$ cat src/inc/xfi_pkg.sv
package xfi_pkg;

    // ****************************************
    // sizes
    // ****************************************
    localparam int NCH = 6;
    localparam int DATA_W = 16;
    localparam int FIFO_DEPTH = 16;

    // ****************************************
    // clocking
    // ****************************************
    localparam int CLK_PERIOD_NS = 100;
    // system clock cycles per parallel clock period
    localparam int PAR_DIV = 4;
    localparam logic [7:0] DIV_CNT_RST = 8'h00;
    // channels that may hold the central divider
    localparam int CH_CEN_LO = 1;
    localparam int CH_CEN_HI = 4;
    // channel whose forwarded clock is shared over the user core-clock inputs
    localparam int CH_SHARE = 4;
    // channel whose transmit datapath the fifo serves
    localparam int CH_DATA = 0;

    // ****************************************
    // phase-compensation fifo
    // ****************************************
    // words held before the read side starts
    localparam int FILL_LEVEL = 2;
    localparam logic [15:0] DATA_RST = 16'h0000;

    typedef enum logic [1:0] {XFI_IF_IDLE, XFI_IF_FILL, XFI_IF_RUN} xfi_if_st_t;

endpackage

$ cat src/inc/xfi_fifo_if.sv
`timescale 1ns/1ps
interface xfi_fifo_if #(
    parameter int W = 16,
    parameter int CW = 5
);
    logic wr_valid;
    logic wr_ready;
    logic [W-1:0] wr_data;
    logic rd_ready;
    logic rd_valid;
    logic rd_dv;
    logic [W-1:0] rd_data;
    logic [CW-1:0] count;

    modport fifo (
        input wr_valid, wr_data, rd_ready,
        output wr_ready, rd_valid, rd_dv, rd_data, count
    );
    modport user (
        output wr_valid, wr_data, rd_ready,
        input wr_ready, rd_valid, rd_dv, rd_data, count
    );
endinterface

$ cat src/core/xfi_top.sv
`timescale 1ns/1ps
// Overview of operation
// - receive bonding only with rate matching enabled
// - bonded receive PCS uses central divider clock
// - unbonded: each transmit channel forwards its parallel clock
// - receive forward: recovered, or transmit with ratematch
// - fifo write port clocked by interface clock
// - bonded transmit: only index 0 clock forwarded
// - slow clock underruns, fast clock overflows fifo
// - bonded clock from central divider channel 1/4
// - channel 4 reset removes shared interface clock
// - fifo reads on divided clock, same forwarded
// - receive interface clocked by its interface clock
module xfi_top #(
    parameter int NCH = xfi_pkg::NCH,
    parameter int W = xfi_pkg::DATA_W,
    parameter int DEPTH = xfi_pkg::FIFO_DEPTH,
    parameter int DIV = xfi_pkg::PAR_DIV
) (
    input wire logic CLK,
    input wire logic RST_N,
    input wire logic TX_BOND,
    input wire logic RX_BOND,
    input wire logic RM_EN,
    input wire logic BYTE_SER,
    input wire logic CEN_HI,
    input wire logic USE_CORECLK,
    input wire logic CORECLK_EN,
    input wire logic [NCH-1:0] CH_RST,
    input wire logic [NCH-1:0] REC_CLK,
    input wire logic [W-1:0] TX_DATA,
    input wire logic TX_VALID,
    output logic TX_READY,
    output logic [NCH-1:0] TX_CLKOUT_EN,
    output logic [NCH-1:0] RX_CLKOUT_EN,
    output logic [NCH-1:0] RX_RM_RD_EN,
    output logic IF_CLK_EN,
    output logic [W-1:0] PCS_DATA,
    output logic PCS_DV,
    output logic UNDERRUN,
    output logic OVERFLOW,
    output logic IF_LOST,
    output logic RX_BOND_ACT,
    output logic RX_BOND_ERR
);
    localparam int CW = $clog2(DEPTH + 1);

    // ****************************************
    // configuration
    // ****************************************
    logic tx_bond, rm, byte_ser, cen_hi, use_core;
    logic next_tx_bond, next_rm, next_byte_ser, next_cen_hi, next_use_core;
    logic next_rx_bond_act, next_rx_bond_err;

    always_comb begin
        next_tx_bond = TX_BOND;
        next_rm = RM_EN;
        next_byte_ser = BYTE_SER;
        next_cen_hi = CEN_HI;
        next_use_core = USE_CORECLK;
        // bonded receive without rate matching is refused
        next_rx_bond_act = RX_BOND & RM_EN;
        next_rx_bond_err = RX_BOND & ~RM_EN;
    end

    always_ff @(posedge CLK or negedge RST_N) begin
        if (!RST_N) begin
            tx_bond <= 1'b0;
            rm <= 1'b0;
            byte_ser <= 1'b0;
            cen_hi <= 1'b0;
            use_core <= 1'b0;
            RX_BOND_ACT <= 1'b0;
            RX_BOND_ERR <= 1'b0;
        end else begin
            tx_bond <= next_tx_bond;
            rm <= next_rm;
            byte_ser <= next_byte_ser;
            cen_hi <= next_cen_hi;
            use_core <= next_use_core;
            RX_BOND_ACT <= next_rx_bond_act;
            RX_BOND_ERR <= next_rx_bond_err;
        end
    end

    // ****************************************
    // pin synchronisers
    // ****************************************
    logic [NCH-1:0] rst_m, rst_s, rec_m, rec_s, rec_d, rec_tick;

    // resets held asserted until two clean samples, so a channel starts stopped
    always_ff @(posedge CLK or negedge RST_N) begin
        if (!RST_N) begin
            rst_m <= '1;
            rst_s <= '1;
            rec_m <= '0;
            rec_s <= '0;
            rec_d <= '0;
        end else begin
            rst_m <= CH_RST;
            rst_s <= rst_m;
            rec_m <= REC_CLK;
            rec_s <= rec_m;
            rec_d <= rec_s;
        end
    end

    // recovered clock must be well below CLK/2 for edges to be seen
    assign rec_tick = rec_s & ~rec_d;

    // ****************************************
    // per-channel parallel clock dividers
    // ****************************************
    logic [NCH-1:0] tick;

    genvar gi;
    generate
        for (gi = 0; gi < NCH; gi++) begin : g_div
            xfi_clk_div #(
                .DIV(DIV)
            ) u_div (
                .clk(CLK),
                .rst_n(RST_N),
                .run(~rst_s[gi]),
                .half(byte_ser),
                .tick(tick[gi])
            );
        end
    endgenerate

    // ****************************************
    // clock forwarding
    // ****************************************
    logic [2:0] cen_ch;
    logic [2:0] src_ch;
    logic cen_tick;
    logic [NCH-1:0] tx_fwd, rx_fwd, rm_rd;

    assign cen_ch = cen_hi ? 3'(xfi_pkg::CH_CEN_HI) : 3'(xfi_pkg::CH_CEN_LO);
    assign cen_tick = tick[cen_ch];

    always_comb begin
        tx_fwd = '0;
        rx_fwd = '0;
        rm_rd = '0;
        for (int i = 0; i < NCH; i++) begin
            if (tx_bond) begin
                // one clock on index 0 serves the whole bonded group
                tx_fwd[i] = (i == 0) ? cen_tick : 1'b0;
            end else begin
                tx_fwd[i] = tick[i];
            end
        end
        for (int i = 0; i < NCH; i++) begin
            if (RX_BOND_ACT) begin
                rx_fwd[i] = (i == 0) ? tx_fwd[0] : 1'b0;
                rm_rd[i] = cen_tick;
            end else begin
                rx_fwd[i] = rm ? tx_fwd[i] : rec_tick[i];
                rm_rd[i] = tick[i];
            end
        end
    end

    // ****************************************
    // interface clock selection
    // ****************************************
    logic src_lost, wr_tick, rd_tick;

    // with core clock the fabric is assumed to reuse the channel 4 clock
    assign src_ch = use_core ? 3'(xfi_pkg::CH_SHARE) : (tx_bond ? cen_ch : 3'h0);
    assign src_lost = rst_s[src_ch] | rst_s[xfi_pkg::CH_DATA];
    // forwarded write clock is index 0: own tick when solo, central tick when bonded
    assign wr_tick = ~src_lost & (use_core ? CORECLK_EN : tx_fwd[xfi_pkg::CH_DATA]);
    assign rd_tick = tx_fwd[xfi_pkg::CH_DATA] | (tx_bond & cen_tick);

    // ****************************************
    // phase-compensation fifo
    // ****************************************
    xfi_fifo_if #(.W(W), .CW(CW)) f ();

    xfi_fifo #(
        .W(W),
        .DEPTH(DEPTH)
    ) u_fifo (
        .clk(CLK),
        .rst_n(RST_N),
        .f(f.fifo)
    );

    xfi_pkg::xfi_if_st_t st, next_st;
    logic pop, under, over;
    logic next_under, next_over, next_lost;

    assign pop = (st == xfi_pkg::XFI_IF_RUN) & rd_tick & f.rd_valid;
    assign f.wr_valid = TX_VALID & wr_tick;
    assign f.wr_data = TX_DATA;
    assign f.rd_ready = pop;

    always_comb begin
        next_st = st;
        case (st)
            xfi_pkg::XFI_IF_IDLE: begin
                if (!src_lost) begin
                    next_st = xfi_pkg::XFI_IF_FILL;
                end
            end
            xfi_pkg::XFI_IF_FILL: begin
                // a small lead keeps read from chasing write too closely
                if (src_lost) begin
                    next_st = xfi_pkg::XFI_IF_IDLE;
                end else if (f.count >= CW'(xfi_pkg::FILL_LEVEL)) begin
                    next_st = xfi_pkg::XFI_IF_RUN;
                end
            end
            xfi_pkg::XFI_IF_RUN: begin
                if (src_lost) begin
                    next_st = xfi_pkg::XFI_IF_IDLE;
                end
            end
            default: begin
                next_st = xfi_pkg::XFI_IF_IDLE;
            end
        endcase
        under = (st == xfi_pkg::XFI_IF_RUN) & rd_tick & ~f.rd_valid;
        over = wr_tick & TX_VALID & ~f.wr_ready;
        next_under = under;
        next_over = over;
        next_lost = src_lost;
    end

    always_ff @(posedge CLK or negedge RST_N) begin
        if (!RST_N) begin
            st <= xfi_pkg::XFI_IF_IDLE;
            UNDERRUN <= 1'b0;
            OVERFLOW <= 1'b0;
            IF_LOST <= 1'b1;
        end else begin
            st <= next_st;
            UNDERRUN <= next_under;
            OVERFLOW <= next_over;
            IF_LOST <= next_lost;
        end
    end

    // ****************************************
    // registered clock outputs
    // ****************************************
    always_ff @(posedge CLK or negedge RST_N) begin
        if (!RST_N) begin
            TX_CLKOUT_EN <= '0;
            RX_CLKOUT_EN <= '0;
            RX_RM_RD_EN <= '0;
            IF_CLK_EN <= 1'b0;
        end else begin
            TX_CLKOUT_EN <= tx_fwd;
            RX_CLKOUT_EN <= rx_fwd;
            RX_RM_RD_EN <= rm_rd;
            IF_CLK_EN <= wr_tick;
        end
    end

    assign TX_READY = f.wr_ready;
    assign PCS_DATA = f.rd_data;
    assign PCS_DV = f.rd_dv;
endmodule

$ cat src/core/xfi_clk_div.sv
`timescale 1ns/1ps
module xfi_clk_div #(
    parameter int DIV = xfi_pkg::PAR_DIV
) (
    input wire logic clk,
    input wire logic rst_n,
    input wire logic run,
    input wire logic half,
    output logic tick
);
    logic [7:0] cnt;
    logic [7:0] next_cnt;
    logic [7:0] lim;
    logic next_tick;

    // byte serializer halves the rate seen by the fifo read side
    assign lim = half ? 8'(2 * DIV - 1) : 8'(DIV - 1);

    always_comb begin
        next_cnt = cnt;
        next_tick = 1'b0;
        if (!run) begin
            // channel in reset or powered down: clock stops
            next_cnt = xfi_pkg::DIV_CNT_RST;
        end else if (cnt >= lim) begin
            next_cnt = xfi_pkg::DIV_CNT_RST;
            next_tick = 1'b1;
        end else begin
            next_cnt = cnt + 8'h01;
        end
    end

    always_ff @(posedge clk or negedge rst_n) begin
        if (!rst_n) begin
            cnt <= xfi_pkg::DIV_CNT_RST;
            tick <= 1'b0;
        end else begin
            cnt <= next_cnt;
            tick <= next_tick;
        end
    end
endmodule

$ cat src/core/xfi_fifo.sv
`timescale 1ns/1ps
module xfi_fifo #(
    parameter int W = xfi_pkg::DATA_W,
    parameter int DEPTH = xfi_pkg::FIFO_DEPTH
) (
    input wire logic clk,
    input wire logic rst_n,
    xfi_fifo_if.fifo f
);
    // depth must be a power of two: pointers wrap by overflow
    localparam int AW = $clog2(DEPTH);
    localparam int CW = $clog2(DEPTH + 1);

    logic [W-1:0] mem [DEPTH];
    logic [AW-1:0] wp, rp, next_wp, next_rp;
    logic [CW-1:0] cnt, next_cnt;
    logic rdy, next_rdy, dv, next_dv;
    logic [W-1:0] dout, next_dout;
    logic push, pop;

    assign push = f.wr_valid & rdy;
    assign pop = f.rd_ready & (cnt != '0);

    always_comb begin
        next_wp = wp + AW'(push);
        next_rp = rp + AW'(pop);
        next_cnt = cnt + CW'(push) - CW'(pop);
        next_rdy = next_cnt < CW'(DEPTH);
        next_dv = pop;
        next_dout = pop ? mem[rp] : dout;
    end

    always_ff @(posedge clk or negedge rst_n) begin
        if (!rst_n) begin
            wp <= '0;
            rp <= '0;
            cnt <= '0;
            rdy <= 1'b1;
            dv <= 1'b0;
            dout <= '0;
        end else begin
            wp <= next_wp;
            rp <= next_rp;
            cnt <= next_cnt;
            rdy <= next_rdy;
            dv <= next_dv;
            dout <= next_dout;
        end
    end

    always_ff @(posedge clk) begin
        if (push) begin
            mem[wp] <= f.wr_data;
        end
    end

    assign f.wr_ready = rdy;
    assign f.rd_valid = cnt != '0;
    assign f.rd_dv = dv;
    assign f.rd_data = dout;
    assign f.count = cnt;
endmodule

$ cat config.mk
export PLATFORM = sky130hd
export DESIGN_NAME = xfi_top
export DESIGN_NICKNAME = d
export VERILOG_FILES = /design/src/inc/xfi_pkg.sv /design/src/inc/xfi_fifo_if.sv /design/src/core/xfi_top.sv /design/src/core/xfi_clk_div.sv /design/src/core/xfi_fifo.sv
export SDC_FILE = /design/constraint.sdc
export NUM_CORES = 1
export LEC_CHECK = 0
export BUFFER_PORTS_ARGS = -buffer_cell sky130_fd_sc_hd__buf_2
export CORE_ASPECT_RATIO = 0.75
export CORE_UTILIZATION = 63
export CTS_CLUSTER_SIZE = 12
export DETAILED_ROUTE_END_ITERATION = 8
export PLACE_DENSITY_LB_ADDON = 0.15
export SETUP_SLACK_MARGIN = 0.2
export SLEW_MARGIN = 20
export SYNTH_ARGS = -nofsm -noshare
export SYNTH_HDL_FRONTEND = slang
export SYNTH_HIERARCHICAL = 1
export SYNTH_SLANG_ARGS = --single-unit
export TNS_END_PERCENT = 100
$ cat constraint.sdc
create_clock -name CLK -period 8.9 [get_ports CLK]
set_clock_uncertainty 0.05 [all_clocks]
set_input_delay 2.67 -clock CLK [delete_from_list [all_inputs] [get_ports CLK]]
set_output_delay 2.67 -clock CLK [all_outputs]
set_load 0.005 [all_outputs]
==> impl_metrics.json <==
{
  "finalNetCount": 959,
  "post_synth_fa_ha_maj_area_fraction": 0.0195,
  "hp-start": "rec_m[1]",
  "ir_drop_mv": 0.174,
  "port_buffers": 79,
  "p_sw_frac": 0.264,
  "layout_min_cycle_time_ns": 4.63,
  "rsz0062_at_grt": "false",
  "worstHoldPathType": "reg2reg",
  "die_area_um2": 24700,
  "p_clk_frac": 0.327,
  "reg2reg_from": "tx_bond",
  "avgRoutedWirePerCell_um": 23.9,
  "grt_pass1_wl_um": 45000,
  "pwr-share-seq": 0.481,
  "h-tree-depth": 2,
  "power_switching_mw": 1.21,
  "r2r_cells": 14,
  "ys_warn_count": 6,
  "cts_buffer_depth": 3,
  "synth_edf_count": 256,
  "drt_wl_total_um": 29300,
  "clk_pin_slew_ns": 0.06,
  "synthTopCellsByArea": "edfxtp_1 (51%), dfrtp_1 (22%), mux4_2 (9.5%)",
  "drv_cap": 0,
  "worst_pin_slew_ns": 0.962,
  "synth-async-reset-ratio": 0.363,
  "hpwl_um": 19100,
  "synth_area_um2": 15200,
  "whs_path_depth": 0,
  "synthMuxAreaShare": 0.108,
  "clockRootBuffer": "clkbuf_16",
  "yosys.area_share.simple": 0.0577,
  "initial_core_util": 0.651,
  "antenna_cells": 0,
  "post-place-cells": 1156,
  "cts_resized": 0,
  "postCtsSetupRepairBufs": 0,
  "fin_cells": 1229,
  "cts_inserted_buffers": 39,
  "synth_area_leader_cell": "edfxtp_1",
  "period_share": 0.520,
  "slew_headroom": 0.359,
  "viasPerCell": 6.15,
  "first_pass_iters": 5,
  "yosysUniqueCellTypes": 51,
  "synth_xor_area_frac": 0.00866,
  "r2r_slack_ns": 5.38,
  "die-width_um": 181,
  "crit_required_ns": 9.24,
  "place_congestion": 0.816,
  "slowest_stage": "fa_1",
  "whs_endpoint": "rec_s[1]",
  "internal_power_mw": 3.38,
  "grt_max_degree": 85,
  "drt-initial-drc-count": 602,
  "finalPower_mw": 4.59,
  "hold_buffers": 0,
  "area_growth_pct": 13.0,
  "startpoint_type": "input port",
  "die_h_um": 136,
  "mostFrequentLayoutCell": "edfxtp_1",
  "power_density_nw_per_um2": 268,
  "fmax_ghz": 0.216,
  "synth_compound_area_frac": 0.0368,
  "final_cell_mix": "edfxtp_1 (256), dfrtp_1 (130), buf_2 (78)",
  "drive_above_1_share": 0.284,
  "ant_nets": 0,
  "reg2reg_to": "u_fifo/f.count[4]",
  "cp-end-kind": "flip-flop",
  "critPathKind": "in2reg",
  "setup_viol": 0,
  "ys_ff_latch": 402,
  "grt_use_total": 0.249,
  "ioPinCount": 80,
  "coreArea_um2": 23300,
  "synthesis.instances": 772,
  "arrival_ns": 4.97,
  "grt_pass1_vias": 7794,
  "antenna_found_initial": 0,
  "critPathMaxStageDelay_ns": 0.39,
  "crit_path_max_fanout": 4,
  "clock_sinks": 402,
  "drc_errors": 0,
  "status": "finished clean",
  "rows": 48,
  "tritoncts": "built",
  "vias": 7562,
  "maxSlewViolCount": 0,
  "seq_area_frac_synth": 0.749,
  "clock_latency_ns": 0.53,
  "ys.flop_type": "edfxtp_1",
  "hold_viol_final": 0,
  "crit_path_cell_trace": "buf_2 > nor2b_1 > a311o_1 > nor3_2 > nand2_1 > ha_1 > inv_1 > ha_1 > inv_1 > fa_1 > nand2b_1 > a21oi_1 > nor2_1 > xnor2_1",
  "synth_top_area_frac": 0.507,
  "tns_ns": 0,
  "combPwrFrac": 0.192,
  "p_leak_nw": 6.40,
  "syn_avg_cell_area_um2": 19.6,
  "grt.overflow.total": 0,
  "synth_top_family_by_area": "multiplexers"
}
registers in the layout (all words and copies together) (netlist names), 2 cells and up:
signal,cells
u_fifo/mem,256
g_div.u_div/cnt,48
u_fifo/f.rd_data,16
RX_CLKOUT_EN,6
RX_RM_RD_EN,6
TX_CLKOUT_EN,6
g_div.u_div/tick,6
rec_d,6
rec_m,6
rec_s,6
rst_m,6
rst_s,6
u_fifo/f.count,5
u_fifo/rp,4
u_fifo/wp,4
st,2
how the worst max path moves through the flow:
stage	start	end	slack, ns	cells after the start
floorplan	CORECLK_EN	u_fifo/mem[0][0]	3.67	6
global placement	CORECLK_EN	u_fifo/mem[2][6]	3.59	7
detailed placement	CORECLK_EN	u_fifo/mem[13][1]	3.62	8
CTS	CORECLK_EN	u_fifo/mem[13][11]	4.16	8
global route	CORECLK_EN	u_fifo/f.count[4]	4.13	14
finish	CORECLK_EN	u_fifo/f.count[4]	4.27	14
area by class of cell:
| type | count | area, um^2 |
|---|---|---|
| clock buffers | 70 | 1130 |
| clock inverters | 2 | 25.0 |
| flip-flops and latches | 402 | 11400 |
| multi-input cells | 336 | 3630 |
| fillers | 1400 | 6160 |
| repair buffers | 93 | 510 |
| inverters | 26 | 103 |
| well taps | 300 | 375 |
stage by stage:
step / instance area (um^2) / hold slack (ns) / setup slack [ns] / utilization
finish: 17100 / 0.298 / 4.27 / 0.736
floorplan: 15200 / 0.281 / 3.67 / -
global placement: 15900 / 0.282 / 3.59 / 0.684
detailed placement: 16000 / 0.286 / 3.62 / 0.685
CTS: 17100 / 0.304 / 4.16 / 0.734
global route: 17100 / 0.310 / 4.13 / 0.736
power groups by stage:
stage | clock network [mW] | logic, mW | registers [mW]
final | 1.50 | 0.879 | 2.21
after global routing | 1.60 | 0.943 | 2.22
after CTS | 1.53 | 0.882 | 2.21
after detailed placement | 0 | 0.876 | 2.24
after global placement | 0 | 0.850 | 2.23
after floorplan | 0 | 0.667 | 2.19
synth_stat cells, types with 12 or more instances:
cell type / count
mux4_2: 64
dfrtp_1: 132
inv_1: 25
o22ai_1: 16
dfstp_2: 14
nand2_1: 12
nor3_1: 19
nor2_1: 35
a221oi_2: 12
ha_1: 22
mux2i_1: 17
edfxtp_1: 256
layer usage:
| metal | wire [um] | global-route usage | up-vias |
|---|---|---|---|
| met5 | 0 | 0 | - |
| met2 | 13300 | 0.368 | 327 |
| met4 | 676 | 0.0782 | 0 |
| met3 | 2620 | 0.0686 | 58 |
| li1 | - | - | 3245 |
| met1 | 12700 | 0.368 | 3932 |
worst max-delay path, delay by kind of cell:
kind | cells | cell delay (ns)
AO/OA/AOI/OAI | 2 | 0.52
XOR/XNOR | 1 | 0.12
adder cells (fa/ha/maj) | 3 | 0.88
buffers and inverters | 3 | 0.20
AND/OR/NAND/NOR | 5 | 0.57
cells by family (layout without fill, tap and decap cells):
family	count (synthesis)	after routing
AO/OA/AOI/OAI	66	66
buffers and inverters	52	191
adder cells (fa/ha/maj)	23	23
flip-flops	402	402
AND/OR/NAND/NOR	125	125
XOR/XNOR	15	15
multiplexers	83	83
other	6	24
No activity file was read; power rests on OpenSTA's default activity.
